File: config.mk
export PLATFORM = sky130hd
export DESIGN_NAME = spp_pole_ident
export DESIGN_NICKNAME = d
export VERILOG_FILES = /design/src/spp_pkg.sv /design/src/spp_pole_ident.sv /design/src/spp_sync.sv /design/src/spp_vector_eval.sv
export SDC_FILE = /design/constraint.sdc
export NUM_CORES = 1
export LEC_CHECK = 0
export BUFFER_PORTS_ARGS = -buffer_cell sky130_fd_sc_hd__clkbuf_2
export CAP_MARGIN = 20
export CORE_MARGIN = 2
export CORE_UTILIZATION = 60
export DETAILED_ROUTE_END_ITERATION = 6
export HOLD_SLACK_MARGIN = 0.1
export PLACE_DENSITY = 0.85
export SLEW_MARGIN = 20
export SYNTH_ARGS = -nofsm -noshare
export SYNTH_HDL_FRONTEND = slang
export SYNTH_SLANG_ARGS = --single-unit
File: constraint.sdc
create_clock -name pclk -period 6.6 [get_ports pclk]
set_input_delay 1.32 -clock pclk [delete_from_list [all_inputs] [get_ports pclk]]
set_output_delay 1.32 -clock pclk [all_outputs]
set_load 0.02 [all_outputs]
File: src/spp_pkg.sv
package spp_pkg;

  // Clock rate and the timing it drives
  localparam int unsigned CLK_MHZ      = 250;
  localparam int unsigned PULSE_US     = 200;                              // Longest test pulse
  localparam int unsigned PULSE_CYC    = PULSE_US * CLK_MHZ;               // Rounds down (exact here)
  localparam int unsigned GAP_NS       = 40;                               // Least decay gap between pulses
  localparam int unsigned GAP_CYC      = (GAP_NS * CLK_MHZ + 999) / 1000;  // Rounds up

  // Register byte addresses
  localparam logic [15:0] OFS_CTRL     = 16'h0000;
  localparam logic [15:0] OFS_MODE     = 16'h0004;
  localparam logic [15:0] OFS_STATUS   = 16'h0008;
  localparam logic [15:0] OFS_POLE     = 16'h000C;
  localparam logic [15:0] OFS_IRQ_STAT = 16'h0010;
  localparam logic [15:0] OFS_IRQ_MASK = 16'h0014;
  localparam logic [15:0] EXEC_INDEX   = 16'h2C63;                         // Printed index, word address
  localparam logic [15:0] OFS_EXEC     = 16'(EXEC_INDEX * 4);

  // Field positions
  localparam int unsigned CTRL_EN_BIT  = 0;
  localparam int unsigned CTRL_CLR_BIT = 1;
  localparam int unsigned IRQ_DONE     = 0;
  localparam int unsigned IRQ_CANCEL   = 1;
  localparam int unsigned IRQ_WIREBRK  = 2;
  localparam int unsigned IRQ_W        = 3;

  // Values and reset values
  localparam logic [7:0]  MODE_IDENT   = 8'h07;
  localparam logic [7:0]  MODE_RST     = 8'h00;
  localparam logic [7:0]  EXEC_OFF     = 8'h00;
  localparam logic [7:0]  EXEC_FIRST   = 8'h01;
  localparam logic [7:0]  EXEC_EVERY   = 8'h02;
  localparam logic [15:0] ERR_NONE     = 16'h0000;
  localparam logic [15:0] ERR_CANCEL   = 16'hFF13;
  localparam logic [15:0] POLE_RST     = 16'h0000;
  localparam logic [15:0] POLE_STEP    = 16'h2AAB;                         // One sixth of a turn
  localparam int unsigned NUM_VEC      = 6;

  typedef enum logic [2:0] {
    SPP_IDLE  = 3'b000,
    SPP_PULSE = 3'b001,
    SPP_DECAY = 3'b010,
    SPP_EVAL  = 3'b011,
    SPP_RUN   = 3'b100
  } spp_state_t;

endpackage : spp_pkg

File: src/spp_pole_ident.sv
// How it works
// Mode-launched identification ends with inverter disabled
// Drive state unchanged until identification completes
// Cancelled identification raises error code FF13
// Host starts only when ready, fault free
// Host keeps motor at standstill first
// Fixed pulse pattern to max current, measured
// Pole computed from currents, inverter then disabled
// Host: disable, mode 7, then enable
// Inhibit aborts without touching stored settings
// Success inhibits and stores pole position
// Control word clears automatic disable, re-enable allowed
// Execution setting writable only while inhibited
// Execution 0 off, 1 first/breakage, 2 always
// Host sets open-circuit response to fault
// Host sets breakage response to warning
// Host brings drive to switched-on, error free
`timescale 1ns/100ps
module spp_pole_ident
  import spp_pkg::*;
#(
  parameter int          CUR_W     = 12,
  parameter logic [11:0] IMAX      = 12'hF00,
  parameter int          PULSE_MAX = PULSE_CYC
) (
  input  wire logic             pclk,
  input  wire logic             presetn,
  input  wire logic             psel,
  input  wire logic             penable,
  input  wire logic             pwrite,
  input  wire logic [15:0]      paddr,
  input  wire logic [31:0]      pwdata,
  output logic      [31:0]      prdata,
  output logic                  pready,
  output logic                  pslverr,
  input  wire logic [CUR_W-1:0] cur_mag,
  input  wire logic             enc_wire_break,
  output logic                  inv_enable,
  output logic                  op_enabled,
  output logic      [2:0]       phase_hi,
  output logic      [2:0]       phase_lo,
  output logic                  irq
);
  if (PULSE_MAX < 2 || PULSE_MAX > 65535 || CUR_W != 12) begin : g_chk
    $error("spp_pole_ident: unsupported parameter values");
  end

  // Registers and state
  spp_state_t         state;
  spp_state_t         next_state;
  logic               ctrl_en;
  logic               auto_dis;
  logic [7:0]         mode;
  logic [7:0]         exec;
  logic [15:0]        pole;
  logic [15:0]        err_code;
  logic [IRQ_W-1:0]   irq_stat;
  logic [IRQ_W-1:0]   irq_mask;
  logic               ident_valid;
  logic               by_mode;
  logic               en_q;
  logic               brk_q;
  logic [2:0]         vec;
  logic [15:0]        cnt;
  logic [2:0]         best_idx;
  logic [CUR_W-1:0]   cur_s;
  logic               brk_s;

  // Pin inputs cross into pclk through two flops
  spp_sync #(.W(CUR_W + 1)) u_sync (
    .pclk    (pclk),
    .presetn (presetn),
    .d       ({enc_wire_break, cur_mag}),
    .q       ({brk_s, cur_s})
  );

  // Vector pattern: high side of each phase; the low side is its complement
  function automatic logic [2:0] vec_hi(input logic [2:0] v);
    case (v)
      3'h0:    vec_hi = 3'h1;
      3'h1:    vec_hi = 3'h3;
      3'h2:    vec_hi = 3'h2;
      3'h3:    vec_hi = 3'h6;
      3'h4:    vec_hi = 3'h4;
      default: vec_hi = 3'h5;
    endcase
  endfunction : vec_hi

  // Bus decode
  wire        acc      = psel & penable;
  wire        rd_fire  = acc & ~pready;
  wire        wr_fire  = acc & pready & pwrite;
  wire        hit_ctrl = paddr == OFS_CTRL;
  wire        hit_mode = paddr == OFS_MODE;
  wire        hit_exec = paddr == OFS_EXEC;
  wire        hit_stat = paddr == OFS_STATUS;
  wire        hit_pole = paddr == OFS_POLE;
  wire        hit_isr  = paddr == OFS_IRQ_STAT;
  wire        hit_imr  = paddr == OFS_IRQ_MASK;
  wire        mapped   = hit_ctrl | hit_mode | hit_exec | hit_stat | hit_pole | hit_isr | hit_imr;
  wire        wr_ctrl  = wr_fire & hit_ctrl;
  wire        clr_dis  = wr_ctrl & pwdata[CTRL_CLR_BIT];
  wire        exec_ok  = ~inv_enable & (pwdata[7:0] <= EXEC_EVERY);
  wire        wr_exec  = wr_fire & hit_exec & exec_ok;

  // Enable and launch conditions
  wire        en_eff   = ctrl_en & ~auto_dis;
  wire        en_rise  = en_eff & ~en_q;
  wire        busy     = (state == SPP_PULSE) | (state == SPP_DECAY) | (state == SPP_EVAL);
  wire        abort    = busy & ~en_eff;
  wire        brk_rise = brk_s & ~brk_q;
  wire        via_mode = mode == MODE_IDENT;
  wire        need_id  = via_mode | (exec == EXEC_EVERY)
                       | ((exec == EXEC_FIRST) & ~ident_valid);
  wire        reached  = cur_s >= IMAX;
  wire        pulse_end = (state == SPP_PULSE) & (reached | (cnt == 16'(PULSE_MAX - 1)));
  wire        gap_end  = (state == SPP_DECAY) & (cnt == 16'(GAP_CYC - 1));
  wire        last_vec = vec == 3'(NUM_VEC - 1);
  wire        done     = (state == SPP_EVAL) & en_eff;
  wire [15:0] pole_new = 16'(best_idx * POLE_STEP);

  // Evaluation of the measured rise times
  spp_vector_eval #(.CW(16)) u_eval (
    .pclk     (pclk),
    .presetn  (presetn),
    .clear    (en_rise),
    .sample   (pulse_end & en_eff),
    .idx      (vec),
    .rise_cyc (cnt),
    .best_idx (best_idx)
  );

  // Sequencer next state
  always_comb begin
    next_state = state;
    case (state)
      SPP_IDLE: begin
        if (en_rise) begin
          next_state = need_id ? SPP_PULSE : SPP_RUN;
        end
      end
      SPP_PULSE: begin
        if (pulse_end) begin
          next_state = SPP_DECAY;
        end
      end
      SPP_DECAY: begin
        if (gap_end) begin
          next_state = last_vec ? SPP_EVAL : SPP_PULSE;
        end
      end
      SPP_EVAL: begin
        next_state = by_mode ? SPP_IDLE : SPP_RUN;
      end
      SPP_RUN: begin
        if (!en_eff) begin
          next_state = SPP_IDLE;
        end
      end
      default: next_state = SPP_IDLE;
    endcase
    if (abort) begin
      next_state = SPP_IDLE;
    end
  end

  // Sequencer registers
  always_ff @(posedge pclk or negedge presetn) begin
    if (!presetn) begin
      state <= SPP_IDLE;
      en_q  <= 1'b0;
      brk_q <= 1'b0;
    end else begin
      state <= next_state;
      en_q  <= en_eff;
      brk_q <= brk_s;
    end
  end

  // Pulse vector and its timer; counts restart per pulse and per gap
  always_ff @(posedge pclk or negedge presetn) begin
    if (!presetn) begin
      vec <= 3'h0;
      cnt <= 16'h0000;
    end else if (state == SPP_IDLE) begin
      vec <= 3'h0;
      cnt <= 16'h0000;
    end else if (pulse_end || gap_end) begin
      vec <= gap_end ? 3'(vec + 3'h1) : vec;
      cnt <= 16'h0000;
    end else begin
      cnt <= 16'(cnt + 16'h0001);
    end
  end

  // Power stage; phases go dark outside a pulse so the current can decay
  always_ff @(posedge pclk or negedge presetn) begin
    if (!presetn) begin
      inv_enable <= 1'b0;
      op_enabled <= 1'b0;
      phase_hi   <= 3'h0;
      phase_lo   <= 3'h0;
    end else begin
      inv_enable <= next_state != SPP_IDLE;
      op_enabled <= next_state == SPP_RUN;
      phase_hi   <= (next_state == SPP_PULSE) ? vec_hi(gap_end ? 3'(vec + 3'h1) : vec) : 3'h0;
      phase_lo   <= (next_state == SPP_PULSE) ? ~vec_hi(gap_end ? 3'(vec + 3'h1) : vec) : 3'h0;
    end
  end

  // Launch source, result, automatic disable and error code
  always_ff @(posedge pclk or negedge presetn) begin
    if (!presetn) begin
      by_mode     <= 1'b0;
      auto_dis    <= 1'b0;
      pole        <= POLE_RST;
      err_code    <= ERR_NONE;
      ident_valid <= 1'b0;
    end else begin
      if (state == SPP_IDLE && en_rise && need_id) begin
        by_mode  <= via_mode;
        err_code <= ERR_NONE;
      end
      if (done) begin
        pole <= pole_new;
      end
      if (abort) begin
        err_code <= ERR_CANCEL;
      end
      if (done && by_mode) begin
        auto_dis <= 1'b1;
      end else if (clr_dis) begin
        auto_dis <= 1'b0;
      end
      if (brk_rise) begin
        ident_valid <= 1'b0;
      end else if (done) begin
        ident_valid <= 1'b1;
      end
    end
  end

  // Software registers
  always_ff @(posedge pclk or negedge presetn) begin
    if (!presetn) begin
      ctrl_en  <= 1'b0;
      mode     <= MODE_RST;
      exec     <= EXEC_OFF;
      irq_mask <= '0;
    end else begin
      if (wr_ctrl) begin
        ctrl_en <= pwdata[CTRL_EN_BIT];
      end
      if (wr_fire && hit_mode) begin
        mode <= pwdata[7:0];
      end
      if (wr_exec) begin
        exec <= pwdata[7:0];
      end
      if (wr_fire && hit_imr) begin
        irq_mask <= pwdata[IRQ_W-1:0];
      end
    end
  end

  // Sticky events; a new event wins over a same-cycle clear
  wire [IRQ_W-1:0] irq_set = {brk_rise, abort, done};
  wire [IRQ_W-1:0] irq_clr = (wr_fire & hit_isr) ? pwdata[IRQ_W-1:0] : '0;

  always_ff @(posedge pclk or negedge presetn) begin
    if (!presetn) begin
      irq_stat <= '0;
      irq      <= 1'b0;
    end else begin
      irq_stat <= (irq_stat & ~irq_clr) | irq_set;
      irq      <= |(((irq_stat & ~irq_clr) | irq_set) & irq_mask);
    end
  end

  // Read data selection
  logic [31:0] rd_data;
  always_comb begin
    rd_data = 32'h0000_0000;
    if (hit_ctrl) begin
      rd_data = {30'h0, auto_dis, ctrl_en};
    end else if (hit_mode) begin
      rd_data = {24'h0, mode};
    end else if (hit_exec) begin
      rd_data = {24'h0, exec};
    end else if (hit_stat) begin
      rd_data = {err_code, 11'h0, ident_valid, auto_dis, inv_enable, op_enabled, busy};
    end else if (hit_pole) begin
      rd_data = {16'h0, pole};
    end else if (hit_isr) begin
      rd_data = {29'h0, irq_stat};
    end else if (hit_imr) begin
      rd_data = {29'h0, irq_mask};
    end
  end

  // One wait state: answer lands on the second access cycle
  always_ff @(posedge pclk or negedge presetn) begin
    if (!presetn) begin
      pready  <= 1'b0;
      pslverr <= 1'b0;
      prdata  <= 32'h0000_0000;
    end else begin
      pready  <= rd_fire;
      pslverr <= rd_fire & ~mapped;
      prdata  <= (rd_fire && !pwrite) ? rd_data : 32'h0000_0000;
    end
  end

  // Checks
  a_cancel_code: assert property (@(posedge pclk) disable iff (!presetn)
    abort |=> (err_code == ERR_CANCEL) && !inv_enable && irq_stat[IRQ_CANCEL])
    else $error("cancel did not raise the error code");

  a_state_held: assert property (@(posedge pclk) disable iff (!presetn)
    busy |-> !op_enabled)
    else $error("drive state changed during identification");

  a_auto_disable: assert property (@(posedge pclk) disable iff (!presetn)
    (done && by_mode) |=> !inv_enable && auto_dis ##1 !inv_enable)
    else $error("inverter not disabled after mode-launched run");

  a_exec_locked: assert property (@(posedge pclk) disable iff (!presetn)
    (wr_fire && hit_exec && inv_enable) |=> $stable(exec))
    else $error("execution setting changed while enabled");

  a_abort_keeps: assert property (@(posedge pclk) disable iff (!presetn)
    abort |=> $stable(pole) && $stable(mode) && $stable(exec))
    else $error("abort altered stored settings");

  a_pulse_bounded: assert property (@(posedge pclk) disable iff (!presetn)
    (state == SPP_PULSE) |-> (cnt < 16'(PULSE_MAX)) && ((phase_hi ^ phase_lo) == 3'h7))
    else $error("test pulse overran or pattern broken");

  a_pole_stored: assert property (@(posedge pclk) disable iff (!presetn)
    done |=> pole == $past(pole_new))
    else $error("pole position not stored");

  a_clear_allows: assert property (@(posedge pclk) disable iff (!presetn)
    (clr_dis && !done) |=> !auto_dis)
    else $error("automatic disable not cleared");

  a_exec_select: assert property (@(posedge pclk) disable iff (!presetn)
    (state == SPP_IDLE && en_rise && exec == EXEC_EVERY) |=> state == SPP_PULSE)
    else $error("execution setting 2 did not launch identification");

endmodule : spp_pole_ident

File: src/spp_sync.sv
`timescale 1ns/100ps
module spp_sync #(
  parameter int W = 1
) (
  input  wire logic         pclk,
  input  wire logic         presetn,
  input  wire logic [W-1:0] d,
  output logic      [W-1:0] q
);
  logic [W-1:0] meta;

  // Two flops per bit; the first is read only by the second
  for (genvar i = 0; i < W; i++) begin : g_bit
    always_ff @(posedge pclk or negedge presetn) begin
      if (!presetn) begin
        meta[i] <= 1'b0;
        q[i]    <= 1'b0;
      end else begin
        meta[i] <= d[i];
        q[i]    <= meta[i];
      end
    end
  end
endmodule : spp_sync

File: src/spp_vector_eval.sv
`timescale 1ns/100ps
module spp_vector_eval #(
  parameter int CW = 16
) (
  input  wire logic          pclk,
  input  wire logic          presetn,
  input  wire logic          clear,
  input  wire logic          sample,
  input  wire logic [2:0]    idx,
  input  wire logic [CW-1:0] rise_cyc,
  output logic      [2:0]    best_idx
);
  logic [CW-1:0] best_cyc;
  wire           better = clear | (rise_cyc < best_cyc);

  // Shortest rise time marks the saturated axis, i.e. the magnet's north
  always_ff @(posedge pclk or negedge presetn) begin
    if (!presetn) begin
      best_cyc <= '1;
      best_idx <= 3'h0;
    end else if (sample && better) begin
      best_cyc <= rise_cyc;
      best_idx <= idx;
    end else if (clear) begin
      best_cyc <= '1;
    end
  end
endmodule : spp_vector_eval

### Yosys cells after proc, flatten, opt, wreduce, memory -nomap -nowiden

Index checks and enable logic that the tools add are counted.

| storage, ports and cells | value |
|---|---|
| register bits | 170 |
| bits of input ports | 66 |

| operators by class | value |
|---|---|
| $lt $le $gt $ge | 3 |
| add/sub/neg operators | 2 |
| eq/ne operators | 22 |
| $mul | 1 |
| mux-type cells | 34 |
| reductions and logical operators | 19 |
| bitwise gates (word level) | 45 |

Operator list:

| operator | number |
|---|---|
| two-way mux 32 bit | 5 |
| two-way mux 16 bit | 7 |
| equality test 16 x 4 -> 1 bit (second input constant) | 3 |
| two-way mux 3 bit | 15 |
| equality test 16 bit (second input constant) | 2 |
| equality test 16 x 5 -> 1 bit (second input constant) | 2 |
| one-hot mux 3 bit (5 select lines) | 2 |
| AND 1 bit | 20 |
| adder 16 x 1 -> 16 bit (second input constant) | 1 |
| equality test 16 x 3 -> 1 bit (second input constant) | 1 |
| zero test 16 bit | 1 |
| < comparator 16 bit | 1 |
| multiplier 3 x 14 -> 16 bit (second input constant) | 1 |
| equality test 3 x 2 -> 1 bit (second input constant) | 4 |
| equality test 3 bit (second input constant) | 4 |
| greater-or-equal comparator 12 bit (second input constant) | 1 |
| OR 1 bit | 12 |
| nonzero test 2 bit | 5 |
| equality test 3 x 1 -> 1 bit (second input constant) | 3 |
| equality test 8 x 1 -> 1 bit (second input constant) | 1 |
| equality test 8 x 2 -> 1 bit (second input constant) | 1 |
| equality test 8 x 3 -> 1 bit (second input constant) | 1 |
| <= comparator 8 x 2 -> 1 bit (second input constant) | 1 |
| NOT 1 bit | 8 |
| other kinds (12) | 24 |

### Depth between registers and ports, before layout

| depth | value |
|---|---|
| depth in word-level cells | 10 |
| mapped depth | 10 |
| depth with buffers taken out | 8 |

### Cells and area by module

Synthesis repeated with hierarchy kept, for this count alone.

| unflattened totals | value |
|---|---|
| cell total of the unflattened synthesis | 613 |
| area, all modules | 6,561.3 µm² |

Modules (own cells, without submodules):

| module | sequential area each (µm²) | cells an instance | area an instance (µm²) | times used |
|---|---|---|---|---|
| spp_pole_ident | 2,202.1 | 437 | 4,488.1 | 1 |
| spp_vector_eval | 495.5 | 150 | 1,422.6 | 1 |
| spp_sync | 650.6 | 26 | 650.6 | 1 |

### Least setup slack after synthesis

Ideal clock, no wire load.

| path | value |
|---|---|
| path kind | input -> register |
| from | input port paddr[1] |
| to | register exec[0] |
| stages | 5 |
| setup slack | 3,735 ps |
| setup time | 128 ps |
| buffers on the path | 0 |
| arrival time | 2,738 ps |
| required time | 6,472 ps |
| cells stage by stage | or4_4 -> nor3b_2 -> and3_1 -> nand4_2 -> mux2_1 |

| between the ends | value |
|---|---|
| word-level cells in the longest chain between the ends | 3 |

RTL lines:

| what | line | source |
|---|---|---|
| start: declaration | spp_pole_ident.sv:31 | `input wire logic [15:0] paddr,` |
| equality test 16 bit | spp_pole_ident.sv:95 | `wire hit_exec = paddr == OFS_EXEC;` |
| AND 1 bit (2 in a row) | spp_pole_ident.sv:104 | `wire wr_exec = wr_fire & hit_exec & exec_ok;` |
| end signal: assignment | spp_pole_ident.sv:258 | `exec <= pwdata[7:0];` |
| end: declaration | spp_pole_ident.sv:54 | `logic [7:0] exec;` |

No other way between the ends.
A chain may end at the register's enable or synchronous reset.

### Worst setup path in the final report

| path | value |
|---|---|
| from | input port paddr[9] |
| to | register mode[5] |

| between the ends | value |
|---|---|
| word-level cells in the longest chain between the ends | 2 |

RTL lines:

| what | line | source |
|---|---|---|
| equality test 16 x 3 -> 1 bit | spp_pole_ident.sv:94 | `wire hit_mode = paddr == OFS_MODE;` |
| logical AND 1 bit | spp_pole_ident.sv:254 | `if (wr_fire && hit_mode) begin` |
| end signal: assignment | spp_pole_ident.sv:255 | `mode <= pwdata[7:0];` |
| end: declaration | spp_pole_ident.sv:53 | `logic [7:0] mode;` |

No other way between the ends.

==> flow_metrics.py <==
metrics = {
    "final_layout": {
        "count_of_antenna_diodes_in_the_layout": 0,
        "final_cell_area_um2": 6790,
        "fin_cells": 735,
        "drive_gt1_frac": 0.2691,
        "nets": 682,
        "layout_commonest_cell": "sky130_fd_sc_hd__dfrtp_1",
        "leading_cell_types_in_the_layout_fill_and_taps_excluded": "sky130_fd_sc_hd__dfrtp_1, sky130_fd_sc_hd__clkbuf_2, sky130_fd_sc_hd__nor2_1",
        "syn2layout_area_growth_pct": 15.89,
    },
    "synthesis": {
        "synth-xor-area-share": 0.02691,
        "dominantRegCellSynth": "sky130_fd_sc_hd__dfrtp_1",
        "synth-simple-area-share": 0.1766,
        "synth.yosys.seq_area_share": 0.4988,
        "syn_area_um2": 5859,
        "synth-compound-area-share": 0.1215,
        "synth_edf_count": 0,
        "post-synth-top-area-cell": "sky130_fd_sc_hd__dfrtp_1",
        "netlist_top_cells_area": "sky130_fd_sc_hd__dfrtp_1, sky130_fd_sc_hd__dfstp_2, sky130_fd_sc_hd__ha_1",
        "synthesis.area_per_instance_um2": 11.06,
        "postSynthCellCount": 530,
        "ys_seq_elements": 116,
        "synth_top_family_by_area": "simple AND/OR/NAND/NOR gates",
        "yosys.area_share.adder": 0.05894,
        "async_reset_ff_frac": 1.000,
        "ys_types": 75,
        "portion_of_netlist_area_occupied_by_mux_cells": 0.05851,
        "ys_warn_count": 0,
        "synth_top_cell_area_share": 0.4271,
    },
    "route": {
        "drt_wl_total_um": 12730,
        "detailedRoute.firstPassIterationCount": 5,
        "wl_per_cell_um": 17.32,
        "topRoutingLayerUsed": "met4",
        "num_vias": 4366,
        "number_of_nets_still_failing_antenna_checks_after_routing": 0,
        "drc_errors": 0,
        "drtIter0Drc": 264,
        "routedLengthMet1_um": 5264,
        "via_per_instance_ratio": 5.940,
        "wl_met3_um": 656,
        "wl_met2_um": 6498,
    },
    "power_and_ir_drop": {
        "internal-power_uw": 1354,
        "ir_worst_vdd_mv": 0.2243,
        "power_frac_clock": 0.552,
        "p_sw_uw": 345.7,
        "power.combinational.fraction": 0.026,
        "p_leak_uw": 0.003169,
        "share_seq_of_total_power": 0.423,
        "switch_share": 0.2034,
        "power_density_nw_per_um2": 250.3,
    },
    "timing": {
        "finalSetupViolCount": 0,
        "setup-tns-final_ps": 0,
        "slew_headroom": 0.4655,
        "timing.final.crit_period_ps": 2811,
        "setup_repair_after_global_routing_missed_its_margin": "false",
        "finalMaxSlewViolations": 0,
        "worst_clock_skew_ps": 10.53,
        "final.period_utilization": 0.4259,
        "max_slew.worst_pin.slew_ps": 801.7,
        "fmaxAchievable_ghz": 0.3558,
        "hold_violations": 0,
    },
    "worst_setup_path": {
        "criticalPathCategory": "input port to register",
        "r2r_slack_ps": 3950,
        "crit_path_cell_trace": "clkbuf_2 > nor4_4 > nand3_2 > nor4_4 > nand3_4 > mux2_1",
        "crit_path_max_incr_delay_ps": 550,
        "timing.critical_path.to_type": "register",
        "worst_path_max_delay_cell": "sky130_fd_sc_hd__nor4_4",
        "critical_path_required_ps": 6990,
        "critPathMaxFanout": 9,
        "critical_path_buf_inv_count": 1,
        "startpoint_types": "input port",
        "critical_path.top_delay_family": "simple AND/OR/NAND/NOR gates",
        "cp_most_frequent_cell": "sky130_fd_sc_hd__nor4_4",
        "timing.critical_path.arrival_ps": 3200,
    },
    "clock_network": {
        "clk_pin_slew_ps": 50,
        "postCtsResizedCells": 0,
        "clock_tree.buffer_depth": 2,
        "hold_buffers": 0,
        "tritoncts": "done",
        "worstSkewPairLatency_ps": 520,
        "cts_buffers": 17,
        "cts_max_level": 4,
        "cts.sinks": 116,
        "clock-root-buffer": "sky130_fd_sc_hd__clkbuf_8",
        "cts.repair_timing.setup_buffer_count": 0,
    },
    "run_status": {
        "outcome": "finished, final reports clean",
    },
    "placement": {
        "dpl-instance-area_um2": 6175,
        "dp_hpwl_um": 8485,
        "gpl.final_weighted_congestion": 0.8499,
        "io_buffers": 71,
        "placedCellCount": 703,
    },
    "hold_path": {
        "hold_class": "register to register",
    },
    "die": {
        "fp.dieArea_um2": 10570,
        "core_area_um2": 9639,
        "chipWidth_um": 102.8,
        "die_y_um": 102.8,
        "rows": 36,
        "io_pins": 109,
        "initial_utilization": 0.6079,
    },
    "global_routing": {
        "number_of_global_route_vias_before_repair": 4307,
        "globalRouteOverflowTotal": 0,
        "antenna_found_initial": 0,
        "grtUsageTotal": 0.2554,
        "grt_pass1_wl_um": 20560,
        "pin_count_of_the_biggest_net_entering_global_routing": 65,
    },
    "job": {
        "cap_violations": 0,
    },
}
==> kinds of logic after synthesis <==
family | count (synthesis)
buf+inv | 64
xor+xnor | 18
mux | 30
compound gates | 91
flops | 116
other cells | 1
fa+ha+maj | 27
simple gates | 183
==> synth_stat cells (10+ instances only) <==
cell                      count
sky130_fd_sc_hd__mux2_2      15
sky130_fd_sc_hd__and2_1      12
sky130_fd_sc_hd__a21oi_1     20
sky130_fd_sc_hd__o32a_1      16
sky130_fd_sc_hd__nor3_1      12
sky130_fd_sc_hd__nand2_1     35
sky130_fd_sc_hd__dfstp_2     16
sky130_fd_sc_hd__nand4_1     10
sky130_fd_sc_hd__dfrtp_1    100
sky130_fd_sc_hd__nand3_1     11
sky130_fd_sc_hd__nor2_1      50
sky130_fd_sc_hd__ha_1        26
sky130_fd_sc_hd__inv_1       26
sky130_fd_sc_hd__buf_4       21
==> routing by layer <==
layer / track usage / vias to the layer above
met1: 0.3145 / 2169
met5: 0 / -
met2: 0.4309 / 165
met3: 0.06102 / 32
met4: 0.1134 / 0
li1: - / 2000
==> flip-flops by register name, indices dropped and copies added, names as in the netlist, 3 cells and up <==
register         cells
exec                 8
irq_mask             3
u_eval.best_cyc     16
state                3
pole                11
cnt                 16
vec                  3
phase_hi             3
mode                 8
irq_stat             3
phase_lo             3
prdata              14
u_eval.best_idx      3
u_sync.q             5
u_sync.meta          5
==> layout make-up <==
| class | count | area [µm²] |
|---|---|---|
| fillers | 694 | 2849 |
| clock inverters | 7 | 118.9 |
| inverters | 27 | 101.3 |
| flip-flops and latches | 116 | 2923 |
| well taps | 133 | 166.4 |
| repair buffers | 73 | 372.9 |
| multi-input cells | 354 | 2614 |
| clock buffers | 25 | 494.2 |
==> through the flow <==
| step | power (µW) | hold WS [ps] | setup WS (ps) | utilization |
|---|---|---|---|---|
| floorplan | 744.5 | 331.2 | 3735 | - |
| global placement | 771.6 | 331.4 | 3451 | 0.6406 |
| detailed placement | 773.7 | 337.9 | 3335 | 0.6406 |
| CTS | 1711 | 350.6 | 3821 | 0.7042 |
| global route | 1746 | 355.4 | 3717 | 0.7044 |
| finish | 1699 | 350.1 | 3789 | 0.7044 |
==> final timing paths <==
| path | depth (start not counted) | from | endpoint |
|---|---|---|---|
| setup reg to reg | 7 | u_eval.best_cyc[5] | u_eval.best_idx[2] |
| min in group asynchronous | 1 | presetn | mode[5] |
| hold / removal | 0 | u_sync.meta[8] | u_sync.q[8] |
| max in group asynchronous | 2 | presetn | u_eval.best_idx[2] |
| hold reg to reg | 0 | u_sync.meta[8] | u_sync.q[8] |
| setup / recovery | 6 | paddr[9] | mode[5] |
==> power by group through the flow <==
| stage | clock (µW) | sequential, µW | combinational (µW) |
|---|---|---|---|
| after global routing | 979 | 718 | 48.6 |
| after global placement | 0 | 730 | 42.0 |
| after detailed placement | 0 | 730 | 43.8 |
| after floorplan | 0 | 731 | 13.9 |
| after CTS | 949 | 718 | 43.9 |
| final | 938 | 718 | 43.6 |
Note: power is estimated with default switching activity, not from simulation.
